**config.mk**
```make
export PLATFORM = sky130hd
export DESIGN_NAME = vmu_top
export DESIGN_NICKNAME = d
export VERILOG_FILES = /design/src/hw/vmu_pkg.sv /design/src/hw/vmu_dly.sv /design/src/hw/vmu_top.sv
export VERILOG_INCLUDE_DIRS = /design/src /design/src/hw
export SDC_FILE = /design/constraint.sdc
export NUM_CORES = 2
export LEC_CHECK = 0
export ABC_AREA = 0
export BUFFER_PORTS_ARGS = -buffer_cell sky130_fd_sc_hd__buf_2
export CORE_ASPECT_RATIO = 0.6
export CORE_MARGIN = 5
export CORE_UTILIZATION = 30
export CTS_BUF_LIST = sky130_fd_sc_hd__clkbuf_8 sky130_fd_sc_hd__clkbuf_16
export CTS_CLUSTER_SIZE = 10
export DETAILED_ROUTE_END_ITERATION = 10
export HOLD_SLACK_MARGIN = 0.08
export PLACE_DENSITY = 0.47
export RECOVER_POWER = 25
export SETUP_SLACK_MARGIN = 0.5
export SYNTH_ARGS = -nofsm -noshare
export SYNTH_HDL_FRONTEND = slang
export SYNTH_HIERARCHICAL = 1
export SYNTH_SLANG_ARGS = --single-unit
export TNS_END_PERCENT = 30
```
**constraint.sdc**
```tcl
create_clock -name clk_i -period 8.8 [get_ports clk_i]
set_input_delay 1.32 -clock clk_i [delete_from_list [all_inputs] [get_ports clk_i]]
set_output_delay 1.32 -clock clk_i [all_outputs]
set_load 0.01 [all_outputs]
```
**src/hw/vmu_cfg.svh**
```systemverilog
`ifndef VMU_CFG_SVH
`define VMU_CFG_SVH

// ----------------------------------------
// register map (byte offsets)
// ----------------------------------------
`define VMU_OFF_CTL 8'h00
`define VMU_OFF_RST 8'h04
`define VMU_OFF_STAT 8'h08
`define VMU_OFF_TW0 8'h10
`define VMU_OFF_TWL 8'h44
`define VMU_TW_N 14
`define VMU_TW_OFS0 9
`define VMU_TW_CLIP 12
`define VMU_TW_CLAMP 13

// ----------------------------------------
// fields and reset values
// ----------------------------------------
`define VMU_CTL_EN 0
`define VMU_CTL_UPD 1
`define VMU_RST_MAN 0
`define VMU_RST_AUTO 1
`define VMU_CTL_DEF 2'h1
`define VMU_K_ONE 16'h2000
`define VMU_CLIP_DEF 16'h0FFF
`define VMU_FULL_STRB 4'hF
`define VMU_RESP_OK 2'h0
`define VMU_RESP_ERR 2'h2

// ----------------------------------------
// datapath and timing
// ----------------------------------------
`define VMU_IW 8
`define VMU_OW 12
`define VMU_KFRAC 13
// gain of four from the narrow input to the wide output, not the full bit difference
`define VMU_SCALE_LOG2 2
`define VMU_SCALE_SH (`VMU_KFRAC - `VMU_SCALE_LOG2)
`define VMU_LAT 7
`define VMU_EVAL_HOURS 8
`define VMU_CLK_HZ 20000000
`define VMU_EVAL_CYC (64'd`VMU_EVAL_HOURS * 64'd3600 * 64'd`VMU_CLK_HZ)
`endif

```
**src/hw/vmu_pkg.sv**
```systemverilog
package vmu_pkg;
    // run, held in reset, waiting for the frame edge
    typedef enum logic [1:0] {ST_RUN, ST_HOLD, ST_RESYNC} vmu_state_t;
endpackage

```
**src/hw/vmu_dly.sv**
```systemverilog
`timescale 1ns/1ns
module vmu_dly #(
    parameter int W = 3,
    parameter int D = 2
) (
    input wire logic clk_i,
    input wire logic clr_i,
    input wire logic ce_i,
    input wire logic [W-1:0] d_i,
    output logic [W-1:0] q_o
);
    logic [D-1:0][W-1:0] sr_r;

    // shift only on enabled clocks so the delay counts pixels, not clocks
    always_ff @(posedge clk_i) begin
        if (clr_i) begin
            sr_r <= '0;
        end else if (ce_i) begin
            sr_r <= {sr_r[D-2:0], d_i};
        end
    end

    assign q_o = sr_r[D-1];
endmodule

```
**src/hw/vmu_top.sv**
```systemverilog
// The placing of the registers and register access over AXI4-Lite were chosen for this implementation.
`timescale 1ns/1ns
`include "vmu_cfg.svh"
module vmu_top #(
    parameter logic [39:0] EVAL_CYCLES = 40'(`VMU_EVAL_CYC),
    parameter logic EVAL_BUILD = 1'b1
) (
    input wire logic clk_i,
    input wire logic sys_rst_i,
    input wire logic ce_i,
    input wire logic [`VMU_IW-1:0] pix_r_i,
    input wire logic [`VMU_IW-1:0] pix_g_i,
    input wire logic [`VMU_IW-1:0] pix_b_i,
    input wire logic hblank_i,
    input wire logic vblank_i,
    input wire logic active_video_i,
    output logic [`VMU_OW-1:0] pix_r_o,
    output logic [`VMU_OW-1:0] pix_g_o,
    output logic [`VMU_OW-1:0] pix_b_o,
    output logic hblank_o,
    output logic vblank_o,
    output logic active_video_o,
    output vmu_pkg::vmu_state_t state_o,
    input wire logic [7:0] s_axi_awaddr_i,
    input wire logic s_axi_awvalid_i,
    output logic s_axi_awready_o,
    input wire logic [31:0] s_axi_wdata_i,
    input wire logic [3:0] s_axi_wstrb_i,
    input wire logic s_axi_wvalid_i,
    output logic s_axi_wready_o,
    output logic [1:0] s_axi_bresp_o,
    output logic s_axi_bvalid_o,
    input wire logic s_axi_bready_i,
    input wire logic [7:0] s_axi_araddr_i,
    input wire logic s_axi_arvalid_i,
    output logic s_axi_arready_o,
    output logic [31:0] s_axi_rdata_o,
    output logic [1:0] s_axi_rresp_o,
    output logic s_axi_rvalid_o,
    input wire logic s_axi_rready_i
);
    import vmu_pkg::*;

    localparam int N = `VMU_TW_N;
    localparam int OW = `VMU_OW;

    vmu_state_t state_r;
    vmu_state_t state_nxt;
    logic [1:0] ctl_r;
    logic [1:0] rst_r;
    logic [N-1:0][15:0] tw_stg;
    logic [N-1:0][15:0] tw_act;
    logic [39:0] eval_cnt_r;
    logic expired_r;
    logic vb_prev_r;
    logic aw_hold_r;
    logic w_hold_r;
    logic [7:0] waddr_r;
    logic [31:0] wdata_r;
    logic [3:0] wstrb_r;
    logic [2:0][`VMU_IW-1:0] px_r;
    logic [3*OW-1:0] px_s4;
    logic [3*OW-1:0] px_q;
    logic [2:0] sync_q;

    // ----------------------------------------
    // frame edge, reset request and apply strobe
    // ----------------------------------------
    wire vb_rise = ce_i & vblank_i & ~vb_prev_r;
    // auto reset waits for a frame edge so the picture does not tear
    wire hold_now = rst_r[`VMU_RST_MAN]
                  | (rst_r[`VMU_RST_AUTO] & (vb_rise | (state_r == ST_HOLD)));
    wire apply_w = ctl_r[`VMU_CTL_EN] & ctl_r[`VMU_CTL_UPD] & vb_rise & ~hold_now;
    wire zero_w = hold_now | (state_r != ST_RUN) | expired_r;

    // vblank history advances with the pixel stream only
    always_ff @(posedge clk_i) begin
        if (sys_rst_i) begin
            vb_prev_r <= 1'b0;
        end else if (ce_i) begin
            vb_prev_r <= vblank_i;
        end
    end

    // ----------------------------------------
    // reset and resync sequencing
    // ----------------------------------------
    always_comb begin
        state_nxt = state_r;
        case (state_r)
            ST_RUN: begin
                if (hold_now) begin
                    state_nxt = ST_HOLD;
                end
            end
            ST_HOLD: begin
                if (!hold_now) begin
                    state_nxt = ST_RESYNC;
                end
            end
            ST_RESYNC: begin
                if (hold_now) begin
                    state_nxt = ST_HOLD;
                end else if (vb_rise) begin
                    state_nxt = ST_RUN;
                end
            end
            default: begin
                state_nxt = ST_HOLD;
            end
        endcase
    end

    // a clear also resyncs, so the first frame out is a whole one
    always_ff @(posedge clk_i) begin
        if (sys_rst_i) begin
            state_r <= ST_RESYNC;
        end else begin
            state_r <= state_nxt;
        end
    end

    assign state_o = state_r;

    // ----------------------------------------
    // evaluation timer
    // ----------------------------------------
    // sticky until the synchronous clear; 40 bits cover eight hours at 20 MHz
    always_ff @(posedge clk_i) begin
        if (sys_rst_i) begin
            eval_cnt_r <= 40'h0;
            expired_r <= 1'b0;
        end else if (EVAL_BUILD && !expired_r) begin
            eval_cnt_r <= eval_cnt_r + 40'h1;
            expired_r <= (eval_cnt_r >= EVAL_CYCLES - 40'h1);
        end
    end

    // ----------------------------------------
    // register bus: write side
    // ----------------------------------------
    wire aw_take = s_axi_awvalid_i & s_axi_awready_o;
    wire w_take = s_axi_wvalid_i & s_axi_wready_o;
    wire b_done = s_axi_bvalid_o & s_axi_bready_i;
    wire wr_go = aw_hold_r & w_hold_r & ~s_axi_bvalid_o;
    wire [7:0] wa = {waddr_r[7:2], 2'b00};
    wire w_tw = (wa >= `VMU_OFF_TW0) && (wa <= `VMU_OFF_TWL);
    wire w_hit = (wa == `VMU_OFF_CTL) || (wa == `VMU_OFF_RST) || (wa == `VMU_OFF_STAT) || w_tw;
    // partial words are answered but dropped
    wire wr_ok = wr_go & (wstrb_r == `VMU_FULL_STRB);
    wire wr_ctl = wr_ok & (wa == `VMU_OFF_CTL);
    wire wr_rst = wr_ok & (wa == `VMU_OFF_RST);
    wire [7:0] wtw = wa - `VMU_OFF_TW0;

    // address and data are taken in either order and held until the answer
    always_ff @(posedge clk_i) begin
        if (sys_rst_i) begin
            aw_hold_r <= 1'b0;
            waddr_r <= 8'h00;
        end else if (aw_take) begin
            aw_hold_r <= 1'b1;
            waddr_r <= s_axi_awaddr_i;
        end else if (b_done) begin
            aw_hold_r <= 1'b0;
        end
    end

    always_ff @(posedge clk_i) begin
        if (sys_rst_i) begin
            w_hold_r <= 1'b0;
            wdata_r <= 32'h0;
            wstrb_r <= 4'h0;
        end else if (w_take) begin
            w_hold_r <= 1'b1;
            wdata_r <= s_axi_wdata_i;
            wstrb_r <= s_axi_wstrb_i;
        end else if (b_done) begin
            w_hold_r <= 1'b0;
        end
    end

    // ready drops for the whole transaction, one write at a time
    always_ff @(posedge clk_i) begin
        if (sys_rst_i) begin
            s_axi_awready_o <= 1'b0;
            s_axi_wready_o <= 1'b0;
        end else begin
            s_axi_awready_o <= ~aw_hold_r & ~aw_take;
            s_axi_wready_o <= ~w_hold_r & ~w_take;
        end
    end

    always_ff @(posedge clk_i) begin
        if (sys_rst_i) begin
            s_axi_bvalid_o <= 1'b0;
            s_axi_bresp_o <= `VMU_RESP_OK;
        end else if (wr_go) begin
            s_axi_bvalid_o <= 1'b1;
            s_axi_bresp_o <= w_hit ? `VMU_RESP_OK : `VMU_RESP_ERR;
        end else if (b_done) begin
            s_axi_bvalid_o <= 1'b0;
        end
    end

    // ----------------------------------------
    // control and reset registers
    // ----------------------------------------
    // update bit only moves while enabled; reset puts control back to defaults
    always_ff @(posedge clk_i) begin
        if (sys_rst_i || hold_now) begin
            ctl_r <= `VMU_CTL_DEF;
        end else if (wr_ctl) begin
            ctl_r[`VMU_CTL_EN] <= wdata_r[`VMU_CTL_EN];
            if (ctl_r[`VMU_CTL_EN]) begin
                ctl_r[`VMU_CTL_UPD] <= wdata_r[`VMU_CTL_UPD];
            end
        end
    end

    always_ff @(posedge clk_i) begin
        if (sys_rst_i) begin
            rst_r <= 2'h0;
        end else if (wr_rst) begin
            rst_r <= wdata_r[1:0];
        end
    end

    // ----------------------------------------
    // staged and live tuning words
    // ----------------------------------------
    // order: k11..k33, r/g/b offset, clip, clamp
    for (genvar i = 0; i < N; i++) begin : g_tw
        logic [15:0] stg_r;
        logic [15:0] act_r;
        wire [15:0] def_w = (i == 0 || i == 4 || i == 8) ? `VMU_K_ONE :
                            (i == `VMU_TW_CLIP) ? `VMU_CLIP_DEF : 16'h0000;
        wire hit_w = wr_ok & w_tw & (wtw[5:2] == 4'(i));

        // live copies only move on the frame edge or while reset is held, all in the same cycle
        always_ff @(posedge clk_i) begin
            if (sys_rst_i || hold_now) begin
                stg_r <= def_w;
                act_r <= def_w;
            end else begin
                if (hit_w) begin
                    stg_r <= wdata_r[15:0];
                end
                if (apply_w) begin
                    act_r <= stg_r;
                end
            end
        end

        assign tw_stg[i] = stg_r;
        assign tw_act[i] = act_r;
    end

    // ----------------------------------------
    // register bus: read side
    // ----------------------------------------
    wire ar_take = s_axi_arvalid_i & s_axi_arready_o;
    wire [7:0] ra = {s_axi_araddr_i[7:2], 2'b00};
    wire r_tw = (ra >= `VMU_OFF_TW0) && (ra <= `VMU_OFF_TWL);
    wire [7:0] rtw = ra - `VMU_OFF_TW0;
    wire [3:0] stat_w = {state_r == ST_RUN, expired_r, state_r == ST_RESYNC, state_r == ST_HOLD};
    wire r_hit = (ra == `VMU_OFF_CTL) || (ra == `VMU_OFF_RST) || (ra == `VMU_OFF_STAT) || r_tw;
    wire [31:0] rd_w = (ra == `VMU_OFF_CTL) ? {30'h0, ctl_r} :
                       (ra == `VMU_OFF_RST) ? {30'h0, rst_r} :
                       (ra == `VMU_OFF_STAT) ? {28'h0, stat_w} :
                       r_tw ? {16'h0, tw_stg[rtw[5:2]]} : 32'h0;

    // read data is captured at the address edge and held until taken
    always_ff @(posedge clk_i) begin
        if (sys_rst_i) begin
            s_axi_arready_o <= 1'b0;
            s_axi_rvalid_o <= 1'b0;
            s_axi_rdata_o <= 32'h0;
            s_axi_rresp_o <= `VMU_RESP_OK;
        end else if (ar_take) begin
            s_axi_arready_o <= 1'b0;
            s_axi_rvalid_o <= 1'b1;
            s_axi_rdata_o <= rd_w;
            s_axi_rresp_o <= r_hit ? `VMU_RESP_OK : `VMU_RESP_ERR;
        end else begin
            s_axi_rvalid_o <= s_axi_rvalid_o & ~s_axi_rready_i;
            s_axi_arready_o <= ~s_axi_rvalid_o | s_axi_rready_i;
        end
    end

    // ----------------------------------------
    // pixel datapath: input, product, sum, offset and limit
    // ----------------------------------------
    always_ff @(posedge clk_i) begin
        if (ce_i) begin
            px_r <= {pix_b_i, pix_g_i, pix_r_i};
        end
    end

    for (genvar c = 0; c < 3; c++) begin : g_ch
        logic signed [2:0][24:0] prod_r;
        logic signed [26:0] sum_r;
        logic [OW-1:0] res_r;
        // fractional bits minus the two-bit gain step leaves a gain of four, not the full output width
        wire signed [26:0] scl_w = sum_r >>> `VMU_SCALE_SH;
        wire signed [26:0] ofs_w = 27'($signed(tw_act[`VMU_TW_OFS0 + c][12:0]));
        wire signed [26:0] sumo_w = scl_w + ofs_w;
        wire signed [26:0] clip_w = $signed({15'h0, tw_act[`VMU_TW_CLIP][11:0]});
        wire signed [26:0] clamp_w = $signed({15'h0, tw_act[`VMU_TW_CLAMP][11:0]});
        wire signed [26:0] lo_w = (sumo_w > clip_w) ? clip_w : sumo_w;
        wire signed [26:0] fin_w = (lo_w < clamp_w) ? clamp_w : lo_w;

        // three register stages; all freeze together when ce is low
        always_ff @(posedge clk_i) begin
            if (ce_i) begin
                for (int j = 0; j < 3; j++) begin
                    prod_r[j] <= $signed(tw_act[3*c+j]) * $signed({1'b0, px_r[j]});
                end
                // an element of a packed array is unsigned, so sign it before widening
                sum_r <= 27'($signed(prod_r[0])) + 27'($signed(prod_r[1])) + 27'($signed(prod_r[2]));
                res_r <= fin_w[OW-1:0];
            end
        end

        assign px_s4[c*OW +: OW] = res_r;
    end

    // ----------------------------------------
    // delay matching and output stage
    // ----------------------------------------
    // pipes are flushed while held so no stale frame leaks out on release
    vmu_dly #(.W(3*OW), .D(`VMU_LAT - 5)) u_px_dly (
        .clk_i(clk_i),
        .clr_i(sys_rst_i | hold_now),
        .ce_i(ce_i),
        .d_i(px_s4),
        .q_o(px_q)
    );

    vmu_dly #(.W(3), .D(`VMU_LAT - 1)) u_sync_dly (
        .clk_i(clk_i),
        .clr_i(sys_rst_i | hold_now),
        .ce_i(ce_i),
        .d_i({active_video_i, vblank_i, hblank_i}),
        .q_o(sync_q)
    );

    // last of the seven stages; zeroing wins over the clock enable
    always_ff @(posedge clk_i) begin
        if (sys_rst_i || zero_w) begin
            {pix_b_o, pix_g_o, pix_r_o} <= '0;
            {active_video_o, vblank_o, hblank_o} <= 3'h0;
        end else if (ce_i) begin
            {pix_b_o, pix_g_o, pix_r_o} <= px_q;
            {active_video_o, vblank_o, hblank_o} <= sync_q;
        end
    end
endmodule

```
# After elaboration in Yosys (flattened, before gate mapping)
# Cells that the tools add are included.
[totals]
ff_bits = 1045
latch_bits = 0
ram_bits = 0
mem_bits_ro = 0
input_bits = 87
mem_count = 0
[op_classes]
n_addsub = 12
n_mul = 9
div_mod_pow = 0
n_lt_le_gt_ge = 12
eq_ne = 23
n_shift = 0
muxes = 25
bitwise = 48
reduce_logical = 21
[op_table]
columns = ["operator", "count"]
rows = [
  ["$mul 16x9->25", 9],
  ["$add 26x25->27", 3],
  ["$lt 27x13->1", 3],
  ["$mux 27", 3],
  ["$mux 16", 5],
  ["$add 25x25->26", 3],
  ["$bmux 16 s4", 1],
  ["$add 16x13->17", 3],
  ["$gt 17x13->1", 3],
  ["$add 40x1->40 const B", 1],
  ["$ge 40x40->1 const B", 1],
  ["$mux 12", 3],
  ["$and 1x1->1", 33],
  ["$eq 4x4->1 const B", 7],
  ["$eq 4x3->1 const B", 4],
  ["$ge 8x5->1 const B", 2],
  ["$le 8x7->1 const B", 2],
  ["$logic_not 8->1", 2],
  ["$eq 6x1->1 const B", 2],
  ["$eq 6x2->1 const B", 2],
  ["$mux 2", 6],
  ["$sub 6x5->6 const B", 2],
  ["$not 1->1", 9],
  ["$eq 4x2->1 const B", 2],
  ["other kinds (17)", 39],
]

# Depth between registers and ports, before layout
[depth]
ltp_word = 8
mapped_depth = 32
mapped_depth_nobuf = 30

# Modules after synthesis
# Netlist, hierarchy kept.
[by_module_without_submodules]
columns = ["module", "n_inst", "cells_each", "area_per_inst_um2", "seq_area_each_um2"]
rows = [
  ["vmu_top", 1, 8720, 81262.9, 21390.5],
  ["vmu_dly (u_px_dly)", 1, 268, 2850.2, 1441.4],
  ["vmu_dly (u_sync_dly)", 1, 61, 671.9, 360.3],
]

# Worst setup path before layout
# Ideal clock, no wire load.
[synth_timing]
kind = "register -> register"
from = "reg g_ch[0].sum_r[11]"
to = "reg g_ch[0].res_r[10], data pin"
setup_time_ns = 0.260
arrival_ns = 6.028
setup_slack_ns = 2.512
path_stages_with_launch = 31
n_path_buf = 2
synth_period_minus_slack_ns = 6.288
path_cell_list = "edfxtp_1 > ha_1 > fa_1 > a211o_1 > a21boi_1 > nor2_1 > a21oi_1 > o21bai_1 > a21oi_1 > xnor2_1 > ha_1 > nand3_1 > or4_1 > a311o_1 > nor4_2 > nand2b_1 > clkbuf_1 > nand2_1 > o21ai_0 > ha_1 > a21oi_1 > nor2b_1 > o21ai_0 > nand2b_1 > a21oi_1 > o21ai_0 > a211o_1 > a21o_1 > o21ai_2 > buf_6 > mux2_4"
[synth_via]
elab_chain_len = 5
[synth_rtl]
columns = ["element", "line", "rtl"]
rows = [
  ["start: declaration", "vmu_top.sv:301", "logic signed [26:0] sum_r;"],
  ["start signal: assignment", "vmu_top.sv:319", "sum_r <= 27'($signed(prod_r[0])) + 27'($signed(prod_r[1])) + 27'($signed(prod_r[2]));"],
  ["$add 16x13->17 *", "vmu_top.sv:306", "wire signed [26:0] sumo_w = scl_w + ofs_w;"],
  ["$gt 17x13->1", "vmu_top.sv:309", "wire signed [26:0] lo_w = (sumo_w > clip_w) ? clip_w : sumo_w;"],
  ["$mux 27 *", "vmu_top.sv:309", ""],
  ["$lt 27x13->1", "vmu_top.sv:310", "wire signed [26:0] fin_w = (lo_w < clamp_w) ? clamp_w : lo_w;"],
  ["$mux 12 *", "vmu_top.sv:310", ""],
  ["net g_ch[0].fin_w[10]", "vmu_top.sv:310", ""],
  ["end signal: assignment", "vmu_top.sv:320", "res_r <= fin_w[OW-1:0];"],
  ["end: declaration", "vmu_top.sv:302", "logic [OW-1:0] res_r;"],
]
# Mark *: on every way through the listed nets, which the timed path passes. The rest lies on a longest branch.
# A chain may end at the register's enable or synchronous reset.

# Final worst setup path
[layout_timing]
from = "in ce_i"
to = "reg u_px_dly.sr_r (netlist bit u_px_dly/q_o[24])"
[layout_via]
elab_chain_len = 6
[layout_rtl]
columns = ["element", "line", "rtl"]
rows = [
  ["start: declaration", "vmu_top.sv:10", "input wire logic ce_i,"],
  ["$and 1x1->1 (2 in a row)", "vmu_top.sv:69", "wire vb_rise = ce_i & vblank_i & ~vb_prev_r;"],
  ["$or 1x1->1", "vmu_top.sv:72", "| (rst_r[`VMU_RST_AUTO] & (vb_rise | (state_r == ST_HOLD)));"],
  ["$and 1x1->1", "vmu_top.sv:72", ""],
  ["$or 1x1->1", "vmu_top.sv:71", "wire hold_now = rst_r[`VMU_RST_MAN]"],
  ["$or 1x1->1", "vmu_top.sv:333", ".clr_i(sys_rst_i | hold_now),"],
  ["end signal: assignment", "vmu_dly.sv:19", "sr_r <= {sr_r[D-2:0], d_i};"],
  ["end: declaration", "vmu_dly.sv:12", "logic [D-1:0][W-1:0] sr_r;"],
]
# Several ways; a longest one is shown, not always the timed one.

==> reports/metrics.cfg <==
[outcome]
status = complete, but fails checks
violations = capacitance limit, slew limit

[min_path]
min_to = g_tw[13].stg_r[14]$_SDFFE_PP0P_
hold_start = g_tw[13].stg_r[14]$_SDFFE_PP0P_
whs_path_depth = 2
hp-class = register to register

[flow_run]
cap_violations = 12

[power_and_ir_drop]
p_clk_share_pct = 42.3
switching_power_uw = 3250
p_total_uw = 11200
p_comb_share_pct = 12.0
p_seq_share_pct = 45.6
switching_share_pct = 29.01
vdd_drop_max_mv = 0.1903
power_density_nw_per_um2 = 121.1
total_leakage_power_uw = 0.04232
p_int_uw = 7953

[synth]
synthFlopType = dfxtp_1
synth_top_cell_by_area = fa_1
avgSynthCellArea_um2 = 9.370
syn_area_um2 = 84790
ys_seq_area_share_pct = 27.35
yosysWarnings = 6
synth.distinct_cells = 86
synthCells = 9049
synth_top_area_share_pct = 23.45
synth-edff-count = 333
ys_top_cells_by_area = fa_1 23%, dfxtp_1 16%, edfxtp_1 12%
synth_seq_cells = 992
synthArstFlopShare_pct = 0

[cells_and_area]
final_cell_mix = 1457 x nand2_1, 1335 x inv_1, 993 x fa_1
nets = 10680
area_growth_pct = 9.135
regArea_um2 = 23190
fillCellCount = 29050
fin_area_um2 = 92530
multiInputGateArea_um2 = 54790
instances_no_fill = 12800
layout-drive-gt1-share_pct = 5.635
final_common_cell = nand2_1

[timing]
final_max_slew_viol_count = 486
fmax_ghz = 0.1291
tns_ns = 0
period_minus_slack_ns = 7.745
hold_violations = 0
finalCritPeriodShare_pct = 88.01
slew_headroom_pct = -136.6
fin_worst_skew_ns = 0.06910
setup_viol = 0
tightest_slew_ns = 3.550
rsz0062_at_grt = false

[critical_path]
crit_path_max_fanout = 99
startpoint = ce_i
max_stage_delay_ns = 2.16
reg2reg_slack_ns = 1.34
worstSetupEndpointType = register
worstPathCellList = clkbuf_1 -> clkbuf_1 -> clkbuf_2 -> buf_4 -> mux2i_1 -> nor2_1
cpLargestDelayFamily = buffers and inverters
r2r_cells = 22
cp_common_cell = clkbuf_1
start_kind = input port
critPathSlowestCell = clkbuf_2
timing.rr.end = g_ch[2].prod_r[74]$_DFFE_PP_
r2r-start = px_r[16]$_DFFE_PP_
cp.arrival_ns = 8.36
path_buf_inv = 4
critical_path_class = input port to register
cp_data_required_time_ns = 9.42

[place]
dpl_cell_area_um2 = 88970
place.gp.congestion = 0.9398
hpwl_mm = 219.5
portBuffers = 130
dp_cells = 12590

[floorplan]
initial_core_util_pct = 30.10
row_count = 151
die_area_um2 = 293700
die_width_um = 696.3
chipHeight_um = 421.8
core_area_um2 = 281700
io_pins = 169

[global_routing]
antenna_found_initial = 35
grt_pass1_vias = 60290
grt_max_degree = 192
grt_pass1_wl_mm = 413.4
grt_overflow = 0
gr-usage-all-layers_pct = 18.75

[route]
detail-route-antenna-nets = 0
drc = 0
via_per_inst = 4.827
vias = 61790
drt_iter0_markers = 5811
wirelength_mm = 277.3
first_pass_iters = 6
wl_per_cell_um = 21.66

[clocking]
clk_pin_slew_worst_paths_ns = 0.06
clk_path_buf_depth = 3
root_buffer = clkbuf_16
cts-resized-gates = 0
cts.sinks = 992
cts_tree = built
cts_buffers = 117
postCtsSetupRepairBufs = 0
cts_hold_buf = 0
cts_max_level = 3
insertion_delay_ns = 0.77

-- synthesized netlist by cell type (all sizes together) (35+ instances only) --
library cell	count
a21o	93
a21oi	631
and2	724
buf	116
clkbuf	339
dfxtp	659
edfxtp	333
fa	993
ha	645
inv	1290
mux2	81
mux2i	170
mux4	50
nand2	1457
nand3	88
nand4	35
nor2	392
nor2b	48
nor3	83
o21a	43
o21ai	110
xnor2	208
xor2	89
-- per-stage QoR --
step                hold slack (ns)  utilization [%]  setup slack [ns]
global placement             0.4339            31.58             1.364
detailed placement           0.4442            31.58             1.568
finish                       0.4494            32.85             1.055
CTS                          0.4525            32.86             1.598
global route                 0.4748            32.83            0.5820
floorplan                    0.4227                -             2.512
-- logic make-up (layout without fill, tap and decap cells) --
logic type / count (synthesis) / in the layout / synth area share, %
flip-flops: 992 / 992 / 27.35
buffers and inverters: 1745 / 1712 / 8.136
XOR/XNOR: 297 / 297 / 3.068
multiplexers: 301 / 301 / 4.451
AND/OR/NAND/NOR: 2978 / 2978 / 16.35
other: 1 / 38 / 0.004423
adder cells (fa/ha/maj): 1638 / 1638 / 32.96
AO/OA/AOI/OAI: 1097 / 1097 / 7.672
-- layer usage --
metal	global-route usage [%]	vias to the layer above	routed length (µm)
met2	22.31	1994	96260
met3	6.622	232	32020
met4	3.030	6	4155
met1	31.15	30990	144900
li1	-	28570	-
met5	0	-	41
-- worst register-to-register path, delay by kind of cell, from the launching register on --
kind	cells	cell delay [ns]
AND/OR/NAND/NOR	2	0.40
buffers and inverters	5	1.54
flip-flops	1	0.54
XOR/XNOR	1	0.13
adder cells (fa/ha/maj)	6	2.19
AO/OA/AOI/OAI	8	2.38
-- worst max-delay path by stage --
stage                                    end  slack, ns  cells after the start
3_5_place_dp     g_ch[0].res_r[11]$_DFFE_PP_       1.57                     31
3_3_place_gp      g_ch[0].res_r[1]$_DFFE_PP_       1.36                     31
4_1_cts          g_ch[0].res_r[11]$_DFFE_PP_       1.60                     31
6_report       u_px_dly/q_o[24]$_SDFFE_PP0P_       1.06                      6
5_1_grt        u_px_dly/q_o[10]$_SDFFE_PP0P_       0.58                      6
2_1_floorplan    g_ch[0].res_r[10]$_DFFE_PP_       2.51                     30
-- sequential cells by signal, indices dropped and copies added (netlist names), 2 cells and up --
register and count:
g_ch.prod_r 225, g_tw.stg_r 224, g_tw.act_r 207, g_ch.sum_r 48, eval_cnt_r 40, g_ch.res_r 36
u_px_dly/q_o 36, u_px_dly/sr_r 36, px_r 24, s_axi_rdata_o 16, wdata_r 16, u_sync_dly/sr_r 15
pix_b_o 12, pix_g_o 12, pix_r_o 12, waddr_r 6, wstrb_r 4, u_sync_dly/q_o 3
ctl_r 2, rst_r 2, state_o 2
-- power by group through the flow --
stage                     clock [µW]  sequential, µW  combinational [µW]
after floorplan                    0            5070                 857
after global placement             0            5200                1330
after detailed placement           0            5200                1330
after CTS                       4870            5110                1340
after global routing            5060            5130                1460
final                           4740            5110                1350
-- layout make-up --
| cell class | count | share of cell area, % |
|---|---|---|
| diodes | 20 | 0.05409 |
| clock buffers | 131 | 3.421 |
| clock inverters | 63 | 0.4733 |
| inverters | 1290 | 5.241 |
| multi-input cells | 6329 | 59.22 |
| flip-flops and latches | 992 | 25.06 |
| well taps | 3748 | 5.068 |
| repair buffers | 228 | 1.462 |
Note: power is estimated with default switching activity, not from simulation.
